`config.mk`:
```
export PLATFORM = sky130hd
export DESIGN_NAME = isb_top
export DESIGN_NICKNAME = d
export VERILOG_FILES = /design/src/pkg/isb_pkg.sv /design/src/hdl/isb_flag_cell.sv /design/src/hdl/isb_top.sv
export VERILOG_INCLUDE_DIRS = /design/src /design/src/pkg
export SDC_FILE = /design/constraint.sdc
export NUM_CORES = 1
export LEC_CHECK = 0
export BUFFER_PORTS_ARGS = -buffer_cell sky130_fd_sc_hd__buf_2
export CAP_MARGIN = 5
export CORE_MARGIN = 10
export CORE_UTILIZATION = 55
export CTS_BUF_LIST = sky130_fd_sc_hd__clkbuf_2 sky130_fd_sc_hd__clkbuf_4 sky130_fd_sc_hd__clkbuf_8
export CTS_CLUSTER_SIZE = 25
export DETAILED_ROUTE_END_ITERATION = 8
export PLACE_DENSITY = 0.86
export SYNTH_ARGS = -nofsm -noshare
export SYNTH_HDL_FRONTEND = slang
export SYNTH_SLANG_ARGS = --single-unit
```
`constraint.sdc`:
```
create_clock -name clk_sys_in -period 4.7 [get_ports clk_sys_in]
set_input_delay 0.94 -clock clk_sys_in [delete_from_list [all_inputs] [get_ports clk_sys_in]]
set_output_delay 0.94 -clock clk_sys_in [all_outputs]
set_load 0.005 [all_outputs]
```
`src/pkg/isb_defs.svh`:
```
// Purpose: Offsets, field positions and reset values of the status map.
// Assumes: Included by its bare name; definitions only.
// Notes: Link word, digit and byte numbers are written in hex.
// What this block does
// - Per gage warning and fault, 1 fails.
// - Remote upper byte uses octal bits 10-17.
// - Serial byte link swaps word bytes.
// - Invalid configuration block sets error bit.
// - Mastership bit 1 only to host.
// - Busy during setup or download.
// - Missed first trigger sets bit 4.
// - Bit 5 shows posted part.
// - Results valid, cleared by setup or expiry.
// - Master fault when any tool fails.
`ifndef ISB_DEFS_SVH
`define ISB_DEFS_SVH

// Backplane word numbers of the held words.
`define ISB_BP_W22 8'h16
`define ISB_BP_W23 8'h17
`define ISB_BP_W24 8'h18
// Remote link word numbers of the same words.
`define ISB_RIO_W22 8'h06
`define ISB_RIO_W23 8'h07
`define ISB_RIO_W24 8'h00
// Hex digit numbers of the byte halves on the text serial link.
`define ISB_HEX_22H 8'h0F
`define ISB_HEX_23L 8'h10
`define ISB_HEX_23H 8'h11
`define ISB_HEX_24L 8'h12
// Byte numbers on the binary serial link, bytes swapped.
`define ISB_DF_22H 8'h14
`define ISB_DF_23H 8'h16
`define ISB_DF_23L 8'h17
`define ISB_DF_24H 8'h18
`define ISB_DF_24L 8'h19
// Field positions inside status word 24.
`define ISB_B_CFG_ERR 1
`define ISB_B_MASTER 2
`define ISB_B_BUSY 3
`define ISB_B_TRIG_NAK 4
`define ISB_B_PART 5
`define ISB_B_VALID 6
`define ISB_B_MFAULT 15
// Register byte offsets on the bus.
`define ISB_A_GAGES 8'h00
`define ISB_A_STATUS 8'h04
`define ISB_A_CTRL 8'h08
`define ISB_A_IRQ_STAT 8'h0C
`define ISB_A_IRQ_MASK 8'h10
// Interrupt status bit positions.
`define ISB_I_CFG_ERR 0
`define ISB_I_TRIG_NAK 1
`define ISB_I_VALID 2
`define ISB_I_MFAULT 3
// Reset values.
`define ISB_PULSE_RST 16'h0000
`define ISB_MASK_RST 4'h0
// Bus responses.
`define ISB_RESP_OKAY 2'h0
`define ISB_RESP_SLVERR 2'h2

`endif

```
`src/pkg/isb_pkg.sv`:
```
// Purpose: Types shared by the status map files.
// Assumes: Nothing is imported; users write isb_pkg::name.
// Notes: Link selector codes match the link select port.
`default_nettype none

package isb_pkg;

  // Which host link is reading, or holds mastership.
  typedef enum logic [1:0] {
    ISB_LINK_BP  = 2'b00,
    ISB_LINK_RIO = 2'b01,
    ISB_LINK_HEX = 2'b10,
    ISB_LINK_DF  = 2'b11
  } isb_link_e;

endpackage

`default_nettype wire

```
`src/hdl/isb_flag_cell.sv`:
```
// Purpose: Bank of sticky event bits.
// Assumes: Set and clear come from logic on the same clock.
// Notes: A set in the clearing cycle is kept.
`default_nettype none

module isb_flag_cell #(
  parameter int W = 4
) (
  // Clock and reset.
  input  wire logic         clk_sys_in,
  input  wire logic         srst_in,
  // Events and clear.
  input  wire logic [W-1:0] set_in,
  input  wire logic [W-1:0] clr_in,
  // Held bits.
  output logic      [W-1:0] q_out
);

  logic [W-1:0] q_reg;   // Held bits.
  logic [W-1:0] q_next;  // Next held bits.

  // Set wins over clear.
  assign q_next = set_in | (q_reg & ~clr_in);
  assign q_out  = q_reg;

  // State update.
  always_ff @(posedge clk_sys_in)
  begin
    if (srst_in)
      q_reg <= '0;
    else
      q_reg <= q_next;
  end

endmodule

`default_nettype wire

```
`src/hdl/isb_top.sv`:
```
// Purpose: Inspection status bit map served to the host links and to
//          software over AXI4-Lite.
// Assumes: Core inputs are on clk_sys_in; link read port is same clock.
// Notes: Remote bit labels 10-17 are octal, equal to binary 8-15.
//
// Added by the designer: the placing of the registers and the AXI4-Lite register port.
`default_nettype none
`include "isb_defs.svh"

module isb_top #(
  parameter int PULSE_W = 16
) (
  // Clock and reset.
  input  wire logic               clk_sys_in,
  input  wire logic               srst_in,
  // Inspection core results, gages 21 to 32.
  input  wire logic [11:0]        gage_warn_in,
  input  wire logic [11:0]        gage_fault_in,
  input  wire logic               tool_fail_in,
  input  wire logic               result_post_in,
  input  wire logic               result_part_in,
  // Core mode and configuration events.
  input  wire logic               setup_mode_in,
  input  wire logic               download_active_in,
  input  wire logic               cfg_block_done_in,
  input  wire logic               cfg_block_ok_in,
  input  wire logic               trig_missed_in,
  input  wire logic               trig_accept_in,
  // Current host.
  input  wire logic               master_valid_in,
  input  wire isb_pkg::isb_link_e master_link_in,
  // Link read port.
  input  wire logic               link_rd_in,
  input  wire isb_pkg::isb_link_e link_sel_in,
  input  wire logic [7:0]         link_addr_in,
  output logic [15:0]             link_data_out,
  output logic                    link_valid_out,
  output logic                    link_hit_out,
  // Interrupt.
  output logic                    irq_out,
  // AXI4-Lite write channels.
  input  wire logic [7:0]         s_axi_awaddr,
  input  wire logic               s_axi_awvalid,
  output logic                    s_axi_awready,
  input  wire logic [31:0]        s_axi_wdata,
  input  wire logic [3:0]         s_axi_wstrb,
  input  wire logic               s_axi_wvalid,
  output logic                    s_axi_wready,
  output logic [1:0]              s_axi_bresp,
  output logic                    s_axi_bvalid,
  input  wire logic               s_axi_bready,
  // AXI4-Lite read channels.
  input  wire logic [7:0]         s_axi_araddr,
  input  wire logic               s_axi_arvalid,
  output logic                    s_axi_arready,
  output logic [31:0]             s_axi_rdata,
  output logic [1:0]              s_axi_rresp,
  output logic                    s_axi_rvalid,
  input  wire logic               s_axi_rready
);

  // Status state.
  logic [23:0]        flags_reg;     // Gage flags, warn even, fault odd.
  logic [23:0]        flags_ilv;     // Interleaved gage inputs.
  logic               cfg_err_reg;   // Configuration error.
  logic               busy_reg;      // Module busy.
  logic               nak_reg;       // Missed first trigger.
  logic               part_reg;      // Posted part.
  logic               valid_reg;     // Results valid.
  logic               valid_next;    // Next results valid.
  logic               mfault_reg;    // Master fault.
  logic               setup_d_reg;   // Setup mode one cycle ago.
  logic               setup_rise;    // Setup mode entered.
  logic [PULSE_W-1:0] pulse_cnt_reg; // Cycles left of valid pulse.
  logic               pulse_expire;  // Valid pulse ends now.
  logic [PULSE_W-1:0] pulse_len_reg; // Valid pulse length, 0 holds.
  logic [3:0]         mask_reg;      // Interrupt mask.
  logic [3:0]         irq_stat;      // Sticky interrupt bits.
  logic [3:0]         irq_set;       // Interrupt events.
  logic [3:0]         irq_clr;       // Interrupt clear by read.

  // Assembled words.
  logic [15:0] w22;        // Word 22, upper byte ours.
  logic [15:0] w23;        // Word 23.
  logic [15:0] w24;        // Word 24 without mastership.
  logic [15:0] w24_link;   // Word 24 as the reading link sees it.
  logic        link_mast;  // Reading link is the host.

  // Interleave warn and fault per gage.
  for (genvar g = 0; g < 12; g++)
  begin : g_ilv
    assign flags_ilv[2*g]   = gage_warn_in[g];
    assign flags_ilv[2*g+1] = gage_fault_in[g];
  end

  // Word assembly; unused bits 0 and 7 are constant zero.
  assign w22 = {flags_reg[7:0], 8'h00};
  assign w23 = flags_reg[23:8];
  assign w24 = {mfault_reg, 7'h00, 1'b0, valid_reg, part_reg,
                nak_reg, busy_reg, 1'b0, cfg_err_reg, 1'b0};

  // Mastership only shows on parallel links, to the host.
  assign link_mast = master_valid_in && (master_link_in == link_sel_in)
                     && (link_sel_in == isb_pkg::ISB_LINK_BP
                      || link_sel_in == isb_pkg::ISB_LINK_RIO);
  assign w24_link  = w24 | {13'h0000, link_mast, 2'h0};

  // Result timing helpers.
  assign setup_rise   = setup_mode_in && !setup_d_reg;
  assign pulse_expire = valid_reg && (pulse_cnt_reg ==
                        {{(PULSE_W-1){1'b0}}, 1'b1});

  // Setup entry clears first; a new post restarts the pulse.
  always_comb
  begin
    valid_next = valid_reg;
    if (setup_rise)
      valid_next = 1'b0;
    else if (result_post_in)
      valid_next = 1'b1;
    else if (pulse_expire)
      valid_next = 1'b0;
  end

  // Latch results on each post.
  always_ff @(posedge clk_sys_in)
  begin
    if (srst_in)
    begin
      flags_reg  <= 24'h000000;
      part_reg   <= 1'b0;
      mfault_reg <= 1'b0;
    end
    else if (result_post_in)
    begin
      flags_reg  <= flags_ilv;
      part_reg   <= result_part_in;
      mfault_reg <= tool_fail_in || (|gage_fault_in);
    end
  end

  // Mode, configuration and trigger flags.
  always_ff @(posedge clk_sys_in)
  begin
    if (srst_in)
    begin
      busy_reg    <= 1'b0;
      setup_d_reg <= 1'b0;
      cfg_err_reg <= 1'b0;
      nak_reg     <= 1'b0;
    end
    else
    begin
      busy_reg    <= setup_mode_in || download_active_in;
      setup_d_reg <= setup_mode_in;
      if (cfg_block_done_in)
        cfg_err_reg <= !cfg_block_ok_in;
      if (trig_missed_in)
        nak_reg <= 1'b1;
      else if (trig_accept_in)
        nak_reg <= 1'b0;
    end
  end

  // Results valid and its pulse counter.
  always_ff @(posedge clk_sys_in)
  begin
    if (srst_in)
    begin
      valid_reg     <= 1'b0;
      pulse_cnt_reg <= '0;
    end
    else
    begin
      valid_reg <= valid_next;
      if (result_post_in)
        pulse_cnt_reg <= pulse_len_reg;
      else if (valid_reg && pulse_cnt_reg != '0)
        pulse_cnt_reg <= pulse_cnt_reg - 1'b1;
    end
  end

  // Link address decode, per link numbering.
  logic        lk_hit;   // Address exists on the link.
  logic [15:0] lk_data;  // Word or byte selected.
  always_comb
  begin
    lk_hit  = 1'b1;
    lk_data = 16'h0000;
    case (link_sel_in)
      isb_pkg::ISB_LINK_BP, isb_pkg::ISB_LINK_RIO:
      begin
        // Octal bit labels 10-17 land on bits 8-15.
        if (link_addr_in == ((link_sel_in == isb_pkg::ISB_LINK_BP)
            ? `ISB_BP_W22 : `ISB_RIO_W22))
          lk_data = w22;
        else if (link_addr_in == ((link_sel_in == isb_pkg::ISB_LINK_BP)
            ? `ISB_BP_W23 : `ISB_RIO_W23))
          lk_data = w23;
        else if (link_addr_in == ((link_sel_in == isb_pkg::ISB_LINK_BP)
            ? `ISB_BP_W24 : `ISB_RIO_W24))
          lk_data = w24_link;
        else
          lk_hit = 1'b0;
      end
      isb_pkg::ISB_LINK_HEX:
      begin
        case (link_addr_in)
          `ISB_HEX_22H: lk_data = {8'h00, w22[15:8]};
          `ISB_HEX_23L: lk_data = {8'h00, w23[7:0]};
          `ISB_HEX_23H: lk_data = {8'h00, w23[15:8]};
          `ISB_HEX_24L: lk_data = {8'h00, w24_link[7:0]};
          default:      lk_hit  = 1'b0;
        endcase
      end
      default:
      begin
        // Binary serial link: each word's bytes swapped.
        case (link_addr_in)
          `ISB_DF_22H: lk_data = {8'h00, w22[15:8]};
          `ISB_DF_23H: lk_data = {8'h00, w23[15:8]};
          `ISB_DF_23L: lk_data = {8'h00, w23[7:0]};
          `ISB_DF_24H: lk_data = {8'h00, w24_link[15:8]};
          `ISB_DF_24L: lk_data = {8'h00, w24_link[7:0]};
          default:     lk_hit  = 1'b0;
        endcase
      end
    endcase
  end

  // Registered link answer, one cycle after the read.
  always_ff @(posedge clk_sys_in)
  begin
    if (srst_in)
    begin
      link_data_out  <= 16'h0000;
      link_hit_out   <= 1'b0;
      link_valid_out <= 1'b0;
    end
    else
    begin
      link_valid_out <= link_rd_in;
      if (link_rd_in)
      begin
        link_data_out <= lk_hit ? lk_data : 16'h0000;
        link_hit_out  <= lk_hit;
      end
    end
  end

  // AXI4-Lite slave state.
  logic        aw_full_reg;  // Write address held.
  logic        w_full_reg;   // Write data held.
  logic [7:0]  awaddr_reg;   // Held write address.
  logic [31:0] wdata_reg;    // Held write data.
  logic [3:0]  wstrb_reg;    // Held byte enables.
  logic        wr_go;        // Write performed now.
  logic        wr_ok;        // Write address is mapped.
  logic        ar_go;        // Read taken now.
  logic        rd_ok;        // Read address is mapped.
  logic [31:0] rd_mux;       // Read data selected.

  assign s_axi_awready = !aw_full_reg && !s_axi_bvalid;
  assign s_axi_wready  = !w_full_reg && !s_axi_bvalid;
  assign s_axi_arready = !s_axi_rvalid;
  assign wr_go = aw_full_reg && w_full_reg && !s_axi_bvalid;
  assign ar_go = s_axi_arvalid && s_axi_arready;
  // Status word writes are accepted and dropped.
  assign wr_ok = awaddr_reg == `ISB_A_GAGES || awaddr_reg == `ISB_A_STATUS
              || awaddr_reg == `ISB_A_CTRL || awaddr_reg == `ISB_A_IRQ_STAT
              || awaddr_reg == `ISB_A_IRQ_MASK;
  assign rd_ok = s_axi_araddr == `ISB_A_GAGES
              || s_axi_araddr == `ISB_A_STATUS
              || s_axi_araddr == `ISB_A_CTRL
              || s_axi_araddr == `ISB_A_IRQ_STAT
              || s_axi_araddr == `ISB_A_IRQ_MASK;
  assign rd_mux =
      (s_axi_araddr == `ISB_A_GAGES)    ? {w23, w22} :
      (s_axi_araddr == `ISB_A_STATUS)   ? {16'h0000, w24} :
      (s_axi_araddr == `ISB_A_CTRL)     ?
          {{(32-PULSE_W){1'b0}}, pulse_len_reg} :
      (s_axi_araddr == `ISB_A_IRQ_STAT) ? {28'h0000000, irq_stat} :
      (s_axi_araddr == `ISB_A_IRQ_MASK) ? {28'h0000000, mask_reg} :
      32'h00000000;

  // Write address and data are taken in either order.
  always_ff @(posedge clk_sys_in)
  begin
    if (srst_in)
    begin
      aw_full_reg  <= 1'b0;
      w_full_reg   <= 1'b0;
      awaddr_reg   <= 8'h00;
      wdata_reg    <= 32'h00000000;
      wstrb_reg    <= 4'h0;
      s_axi_bvalid <= 1'b0;
      s_axi_bresp  <= `ISB_RESP_OKAY;
    end
    else
    begin
      if (s_axi_awvalid && s_axi_awready)
      begin
        aw_full_reg <= 1'b1;
        awaddr_reg  <= s_axi_awaddr;
      end
      if (s_axi_wvalid && s_axi_wready)
      begin
        w_full_reg <= 1'b1;
        wdata_reg  <= s_axi_wdata;
        wstrb_reg  <= s_axi_wstrb;
      end
      if (wr_go)
      begin
        aw_full_reg  <= 1'b0;
        w_full_reg   <= 1'b0;
        s_axi_bvalid <= 1'b1;
        s_axi_bresp  <= wr_ok ? `ISB_RESP_OKAY : `ISB_RESP_SLVERR;
      end
      else if (s_axi_bready)
        s_axi_bvalid <= 1'b0;
    end
  end

  // Software settings, honouring byte enables.
  always_ff @(posedge clk_sys_in)
  begin
    if (srst_in)
    begin
      pulse_len_reg <= PULSE_W'(`ISB_PULSE_RST);
      mask_reg      <= `ISB_MASK_RST;
    end
    else if (wr_go)
    begin
      if (awaddr_reg == `ISB_A_CTRL && wstrb_reg[0])
        pulse_len_reg[7:0] <= wdata_reg[7:0];
      if (awaddr_reg == `ISB_A_CTRL && wstrb_reg[1])
        pulse_len_reg[PULSE_W-1:8] <= wdata_reg[PULSE_W-1:8];
      if (awaddr_reg == `ISB_A_IRQ_MASK && wstrb_reg[0])
        mask_reg <= wdata_reg[3:0];
    end
  end

  // Read channel, answer one cycle after the address is taken.
  always_ff @(posedge clk_sys_in)
  begin
    if (srst_in)
    begin
      s_axi_rvalid <= 1'b0;
      s_axi_rdata  <= 32'h00000000;
      s_axi_rresp  <= `ISB_RESP_OKAY;
    end
    else if (ar_go)
    begin
      s_axi_rvalid <= 1'b1;
      s_axi_rdata  <= rd_mux;
      s_axi_rresp  <= rd_ok ? `ISB_RESP_OKAY : `ISB_RESP_SLVERR;
    end
    else if (s_axi_rready)
      s_axi_rvalid <= 1'b0;
  end

  // Interrupt events and read-to-clear.
  assign irq_set[`ISB_I_CFG_ERR]  = cfg_block_done_in && !cfg_block_ok_in;
  assign irq_set[`ISB_I_TRIG_NAK] = trig_missed_in;
  assign irq_set[`ISB_I_VALID]    = result_post_in && !setup_rise;
  assign irq_set[`ISB_I_MFAULT]   = result_post_in
                                    && (tool_fail_in || (|gage_fault_in));
  assign irq_clr = {4{ar_go && s_axi_araddr == `ISB_A_IRQ_STAT}};

  isb_flag_cell #(
    .W (4)
  ) u_irq_flags (
    .clk_sys_in (clk_sys_in),
    .srst_in    (srst_in),
    .set_in     (irq_set),
    .clr_in     (irq_clr),
    .q_out      (irq_stat)
  );

  assign irq_out = |(irq_stat & mask_reg);
endmodule

`default_nettype wire

```
## Yosys cells after proc, flatten, opt, wreduce, memory -nomap -nowiden

Cells that the tools add are included.

- Multiplexer cells: 33
- Reduce and logical (&&, ||, !) cells: 56
- Add/sub/neg operators: 1
- Eq/ne operators: 24
- Bitwise logic cells: 5

Operators with widths:

| kind | count |
|---|---|
| two-way mux 16 bit | 8 |
| equality test 8 x 5 -> 1 bit, second input constant | 10 |
| equality test 8 x 4 -> 1 bit, second input constant | 5 |
| case mux 8 bit (5 select lines) | 1 |
| two-way mux 32 bit | 1 |
| case mux 16 bit (2 select lines) | 1 |
| case mux 8 bit (4 select lines) | 1 |
| equality test 8 x 5 -> 1 bit | 3 |
| logical AND 1 bit | 19 |
| equality test 16 x 1 -> 1 bit, second input constant | 1 |
| equality test 8 x 3 -> 1 bit, second input constant | 2 |
| logical NOT 8 bit | 2 |
| OR 16 x 3 -> 16 bit | 1 |
| nonzero test 16 bit | 1 |
| subtractor 16 x 1 -> 16 bit, second input constant | 1 |
| two-way mux 5 bit | 3 |
| two-way mux 1 bit | 13 |
| OR reduction 12 bit | 1 |
| logical OR 1 bit | 11 |
| nonzero test 2 bit | 5 |
| AND 4 bit | 2 |
| two-way mux 4 bit | 2 |
| OR reduction 4 bit | 2 |
| logical NOT 1 bit | 7 |
| 11 further kinds | 16 |

- Output and inout bits: 60
- Register bits after elaboration: 155
- Bits of input ports: 106
- Logic and storage cells: 145

## Depth between registers and ports, before layout

- Depth in word-level cells: 9
- Depth in mapped cells: 8
- Depth with buffers taken out: 7

## Hierarchy

From an unflattened synthesis, not the netlist that was laid out.

- Cells, all modules: 842
- Area, all modules: 7068.0 um2

By module, submodules not included:

| module | times used | seq. area each (um2) | cells each | area each (um2) |
|---|---|---|---|---|
| isb_top | 1 | 2982.9 | 826 | 6927.9 |
| isb_flag_cell | 1 | 80.1 | 16 | 140.1 |

## Worst setup path after synthesis

Ideal clock, no wire load.

- Kind: in2reg
- Start: input s_axi_araddr[1]
- End: register s_axi_rdata[22]
- Stages: 6
- Required time: 4.630 ns
- Buffers on the path: 1
- Setup time: 0.070 ns
- Arrival time: 2.531 ns
- Slack: 2.100 ns
- Cell sequence: or4_4 or3_1 nor3_4 o21bai_2 buf_2 a21oi_1

- Cells in the longest elaborated chain, start to end: 2

Ends and longest elaborated chain:

| element | RTL line | RTL |
|---|---|---|
| start, declared | isb_top.sv:53 | `input wire logic [7:0] s_axi_araddr,` |
| logical NOT 8 bit (no line) | - |  |
| two-way mux 32 bit | isb_top.sv:278 | `` (s_axi_araddr == `ISB_A_GAGES) ? {w23, w22} : `` |
| end signal, assigned | isb_top.sv:355 | `s_axi_rdata <= rd_mux;` |
| end, declared | isb_top.sv:56 | `output logic [31:0] s_axi_rdata,` |

No other way between the ends.
A chain may end at the register's enable or synchronous reset.

## Final worst setup path

- Start: input link_addr_in[2]
- End: register link_data_out[14]

- Cells in the longest elaborated chain, start to end: 6
- Elaborated cells between the ends (all ways): 25
- Classes of those cells: 12 x eq/ne; 11 x mux; 2 x reduce/logical

Ends and longest elaborated chain:

| element | RTL line | RTL |
|---|---|---|
| start, declared | isb_top.sv:35 | `input wire logic [7:0] link_addr_in,` |
| equality test 8 x 5 -> 1 bit | isb_top.sv:200 | `else if (link_addr_in == ((link_sel_in == isb_pkg::ISB_LINK_BP)` |
| two-way mux 16 bit / two-way mux 1 bit (equally long branches) | isb_top.sv:200 |  |
| two-way mux 16 bit / two-way mux 1 bit (equally long branches) | isb_top.sv:197 | `else if (link_addr_in == ((link_sel_in == isb_pkg::ISB_LINK_BP)` |
| two-way mux 16 bit / two-way mux 1 bit (equally long branches) | isb_top.sv:194 | `if (link_addr_in == ((link_sel_in == isb_pkg::ISB_LINK_BP)` |
| case mux 16 bit (2 select lines) / case mux 1 bit (2 select lines) (equally long branches) | isb_top.sv:190 | `case (link_sel_in)` |
| two-way mux 16 bit (*) | isb_top.sv:245 | `link_data_out <= lk_hit ? lk_data : 16'h0000;` |
| end signal, assigned | isb_top.sv:245 |  |
| end, declared | isb_top.sv:36 | `output logic [15:0] link_data_out,` |

Mark *: on every way between the ends. The rest lies on a longest branch, timed or not.

==> flow_summary.json <==
{
  "status": "finished clean",
  "path_clk_slew_ns": 0.08,
  "synth_xor_area_share_pct": 2.07,
  "grtUsageTotal_pct": 22.7,
  "power_frac_seq_pct": 49.6,
  "ir_drop_mv": 0.267,
  "final_util_pct": 65.8,
  "period_share_pct": 58.5,
  "relSlewSlack_pct": 28.1,
  "grt_pass1_vias": 6521,
  "cp.arrival_ns": 3.16,
  "grt_start_max_net_pins": 71,
  "hold_viol": 0,
  "synth.avg_cell_area_um2": 8.66,
  "vias": 6751,
  "seq_area_frac_synth_pct": 42.7,
  "cts-resized-gates": 0,
  "synth_top_family_by_area": "simple AND/OR/NAND/NOR gates",
  "yosys_warnings": 0,
  "globalplace.congestion": 0.927,
  "yosys.area_share.simple_pct": 21.8,
  "insertion_delay_ns": 0.47,
  "start_util_pct": 56.4,
  "syn_area_um2": 7180,
  "synthAdderAreaFrac_pct": 0.523,
  "core_um2": 12700,
  "wl_per_cell_um": 18.5,
  "crit_path_start_kind": "input port",
  "pwr-share-comb_pct": 11.6,
  "slowest_stage": "nor3_1",
  "ys_seq_elements": 153,
  "clock_sinks": 153,
  "die_x_um": 134,
  "worstPathCellList": "buf_2, nor2b_1, nand2_1, nor3_1, a22o_1, a22o_1",
  "cts-root-buf": "clkbuf_8",
  "synthTopCellsByArea": "dfxtp_1, mux2i_1, nand2_1, a21oi_1, nor2_1",
  "grt_setup_unrepaired": "no",
  "cp_max_fo": 12,
  "cap_violations": 0,
  "p_int_w": 0.00211,
  "synth_top_area_share_pct": 42.7,
  "antenna_found_initial": 0,
  "hpwlAfterDp_um": 15000,
  "period_needed_ns": 2.75,
  "slew_violations": 0,
  "crit_path_frequent_cell": "a22o_1",
  "largest_reg_flops": 32,
  "die_height_um": 134,
  "drc_errors": 0,
  "tightestPinTransition_ns": 1.07,
  "synthArstFlopShare_pct": 0,
  "synth_edf_count": 0,
  "max_clock_freq_ghz": 0.364,
  "dr.pass1.iters": 5,
  "n_fill_cell": 1091,
  "grt-ovfl-total": 0,
  "synth_largest_area_cell": "dfxtp_1",
  "grt_pass1_wl_um": 33400,
  "setup_ws_ns": 1.95,
  "cts_setup_buffers": 0,
  "synth_flop_cell": "dfxtp_1",
  "skew_ns": 0.0109,
  "syn_to_final_growth_pct": 16.7,
  "path_class": "input port to flip-flop",
  "leakage_nw": 3.33,
  "drt-initial-drc-count": 733,
  "pre_cts_slack_ns": 1.55,
  "synth_compound_area_share_pct": 19.7,
  "swShare_pct": 25.9,
  "setup_viol": 0,
  "die-area_um2": 18000,
  "htree_levels": 4,
  "wl_um": 20900,
  "power_switching_w": 0.000738,
  "row_count": 41,
  "layout-drive-gt1-share_pct": 22.1,
  "final_antenna_net_count": 0,
  "min_path_type": "flip-flop to flip-flop",
  "cts_tree": "yes",
  "slowest_delay_ns": 0.65,
  "num_io_pins": 166,
  "endpoint_kind": "flip-flop",
  "vias_per_cell": 5.98,
  "tns_ns": 0,
  "port_buffers": 145,
  "pwr-share-clk_pct": 38.9,
  "synthMuxAreaShare_pct": 9.26,
  "postSynthCellCount": 829,
  "worstPathRequired_ns": 5.11,
  "ys_types": 67,
  "hold_buffers": 0,
  "cts_buffer_depth": 2,
  "fin_nets": 1054,
  "p_per_area_nw_per_um2": 340,
  "cts_buffers": 17
}
==> cells in the mapped netlist (10+ instances only) <==
master and n:
a211oi_1 22, a21oi_1 67, a22o_1 17, a22oi_1 20, clkbuf_1 40, dfxtp_1 153
mux2_2 11, mux2i_1 54, nand2_1 126, nand3_1 13, nand4_1 10, nor2_1 89
nor2b_1 10, nor3_1 21, o21ai_0 14, xnor2_1 17
==> layout by cell type, fill, tap and decap left out, types with 9 or more instances in the layout <==
cell      instances
a211oi_1         22
a21oi_1          67
a22o_1           17
a22oi_1          20
buf_2           144
buf_4            10
clkbuf_8         20
dfxtp_1         153
mux2_2           11
mux2i_1          54
nand2_1         126
nand3_1          13
nand4_1          10
nor2_1           89
nor2b_1           9
nor3_1           21
o21ai_0          14
xnor2_1          17
==> path summary, 6_finish.rpt <==
kind | from | cells after the start | to | slack, ns
max reg2reg | pulse_cnt_reg[2] | 5 | pulse_cnt_reg[0] | 2.39
min | s_axi_rdata[7] | 2 | s_axi_rdata[7] | 0.45
max | link_addr_in[2] | 6 | link_data_out[14] | 1.95
min reg2reg | s_axi_rdata[7] | 2 | s_axi_rdata[7] | 0.45
==> per-stage QoR <==
step           hold slack, ns  cell area [µm²]  total power (W)  instances
3_3_place_gp            0.435             7940          0.00176       1098
6_report                0.453             8380          0.00285       1129
4_1_cts                 0.454             8370          0.00285       1128
2_1_floorplan           0.431             7180          0.00164        830
5_1_grt                 0.468             8370          0.00295       1128
3_5_place_dp            0.444             7940          0.00176       1098
==> worst max-delay path: cells and delay by family <==
kind,cells,cell delay [ns]
buffers and inverters,1,0.19
AND/OR/NAND/NOR,3,1.64
AO/OA/AOI/OAI,2,0.38
==> layer usage <==
layer | wire length [µm] | track usage, % | vias to the layer above
li1 | - | - | 3213
met5 | 0 | 0 | -
met2 | 9780 | 36.9 | 286
met4 | 632 | 9.49 | 0
met1 | 8750 | 27.1 | 3198
met3 | 1750 | 7.09 | 54
==> final cells by class <==
cell class              instances  area [µm²]  area share (%)
multi-input cells             611        3840            45.8
flip-flops and latches        153        3060            36.6
repair buffers                154         796            9.50
clock buffers                  22         290            3.47
well taps                     172         215            2.57
clock inverters                 8         144            1.72
inverters                       8        30.0           0.358
diodes                          1        2.50          0.0299
==> power by group through the flow <==
stage                     sequential, W  combinational [W]  clock (W)
after floorplan                 0.00142           0.000228          0
after global placement          0.00144           0.000319          0
after detailed placement        0.00144           0.000326          0
after CTS                       0.00141           0.000329    0.00112
after global routing            0.00142           0.000367    0.00117
final                           0.00141           0.000330    0.00111
==> kinds of logic after synthesis <==
logic type,Yosys count
and+or+nand+nor,323
AOI/OAI and AO/OA,201
DFF,153
buffers and inverters,66
muxes,65
xor gates and xnor gates,17
adders and majority gates,3
other,1
Power figures use the tool's default switching activity.
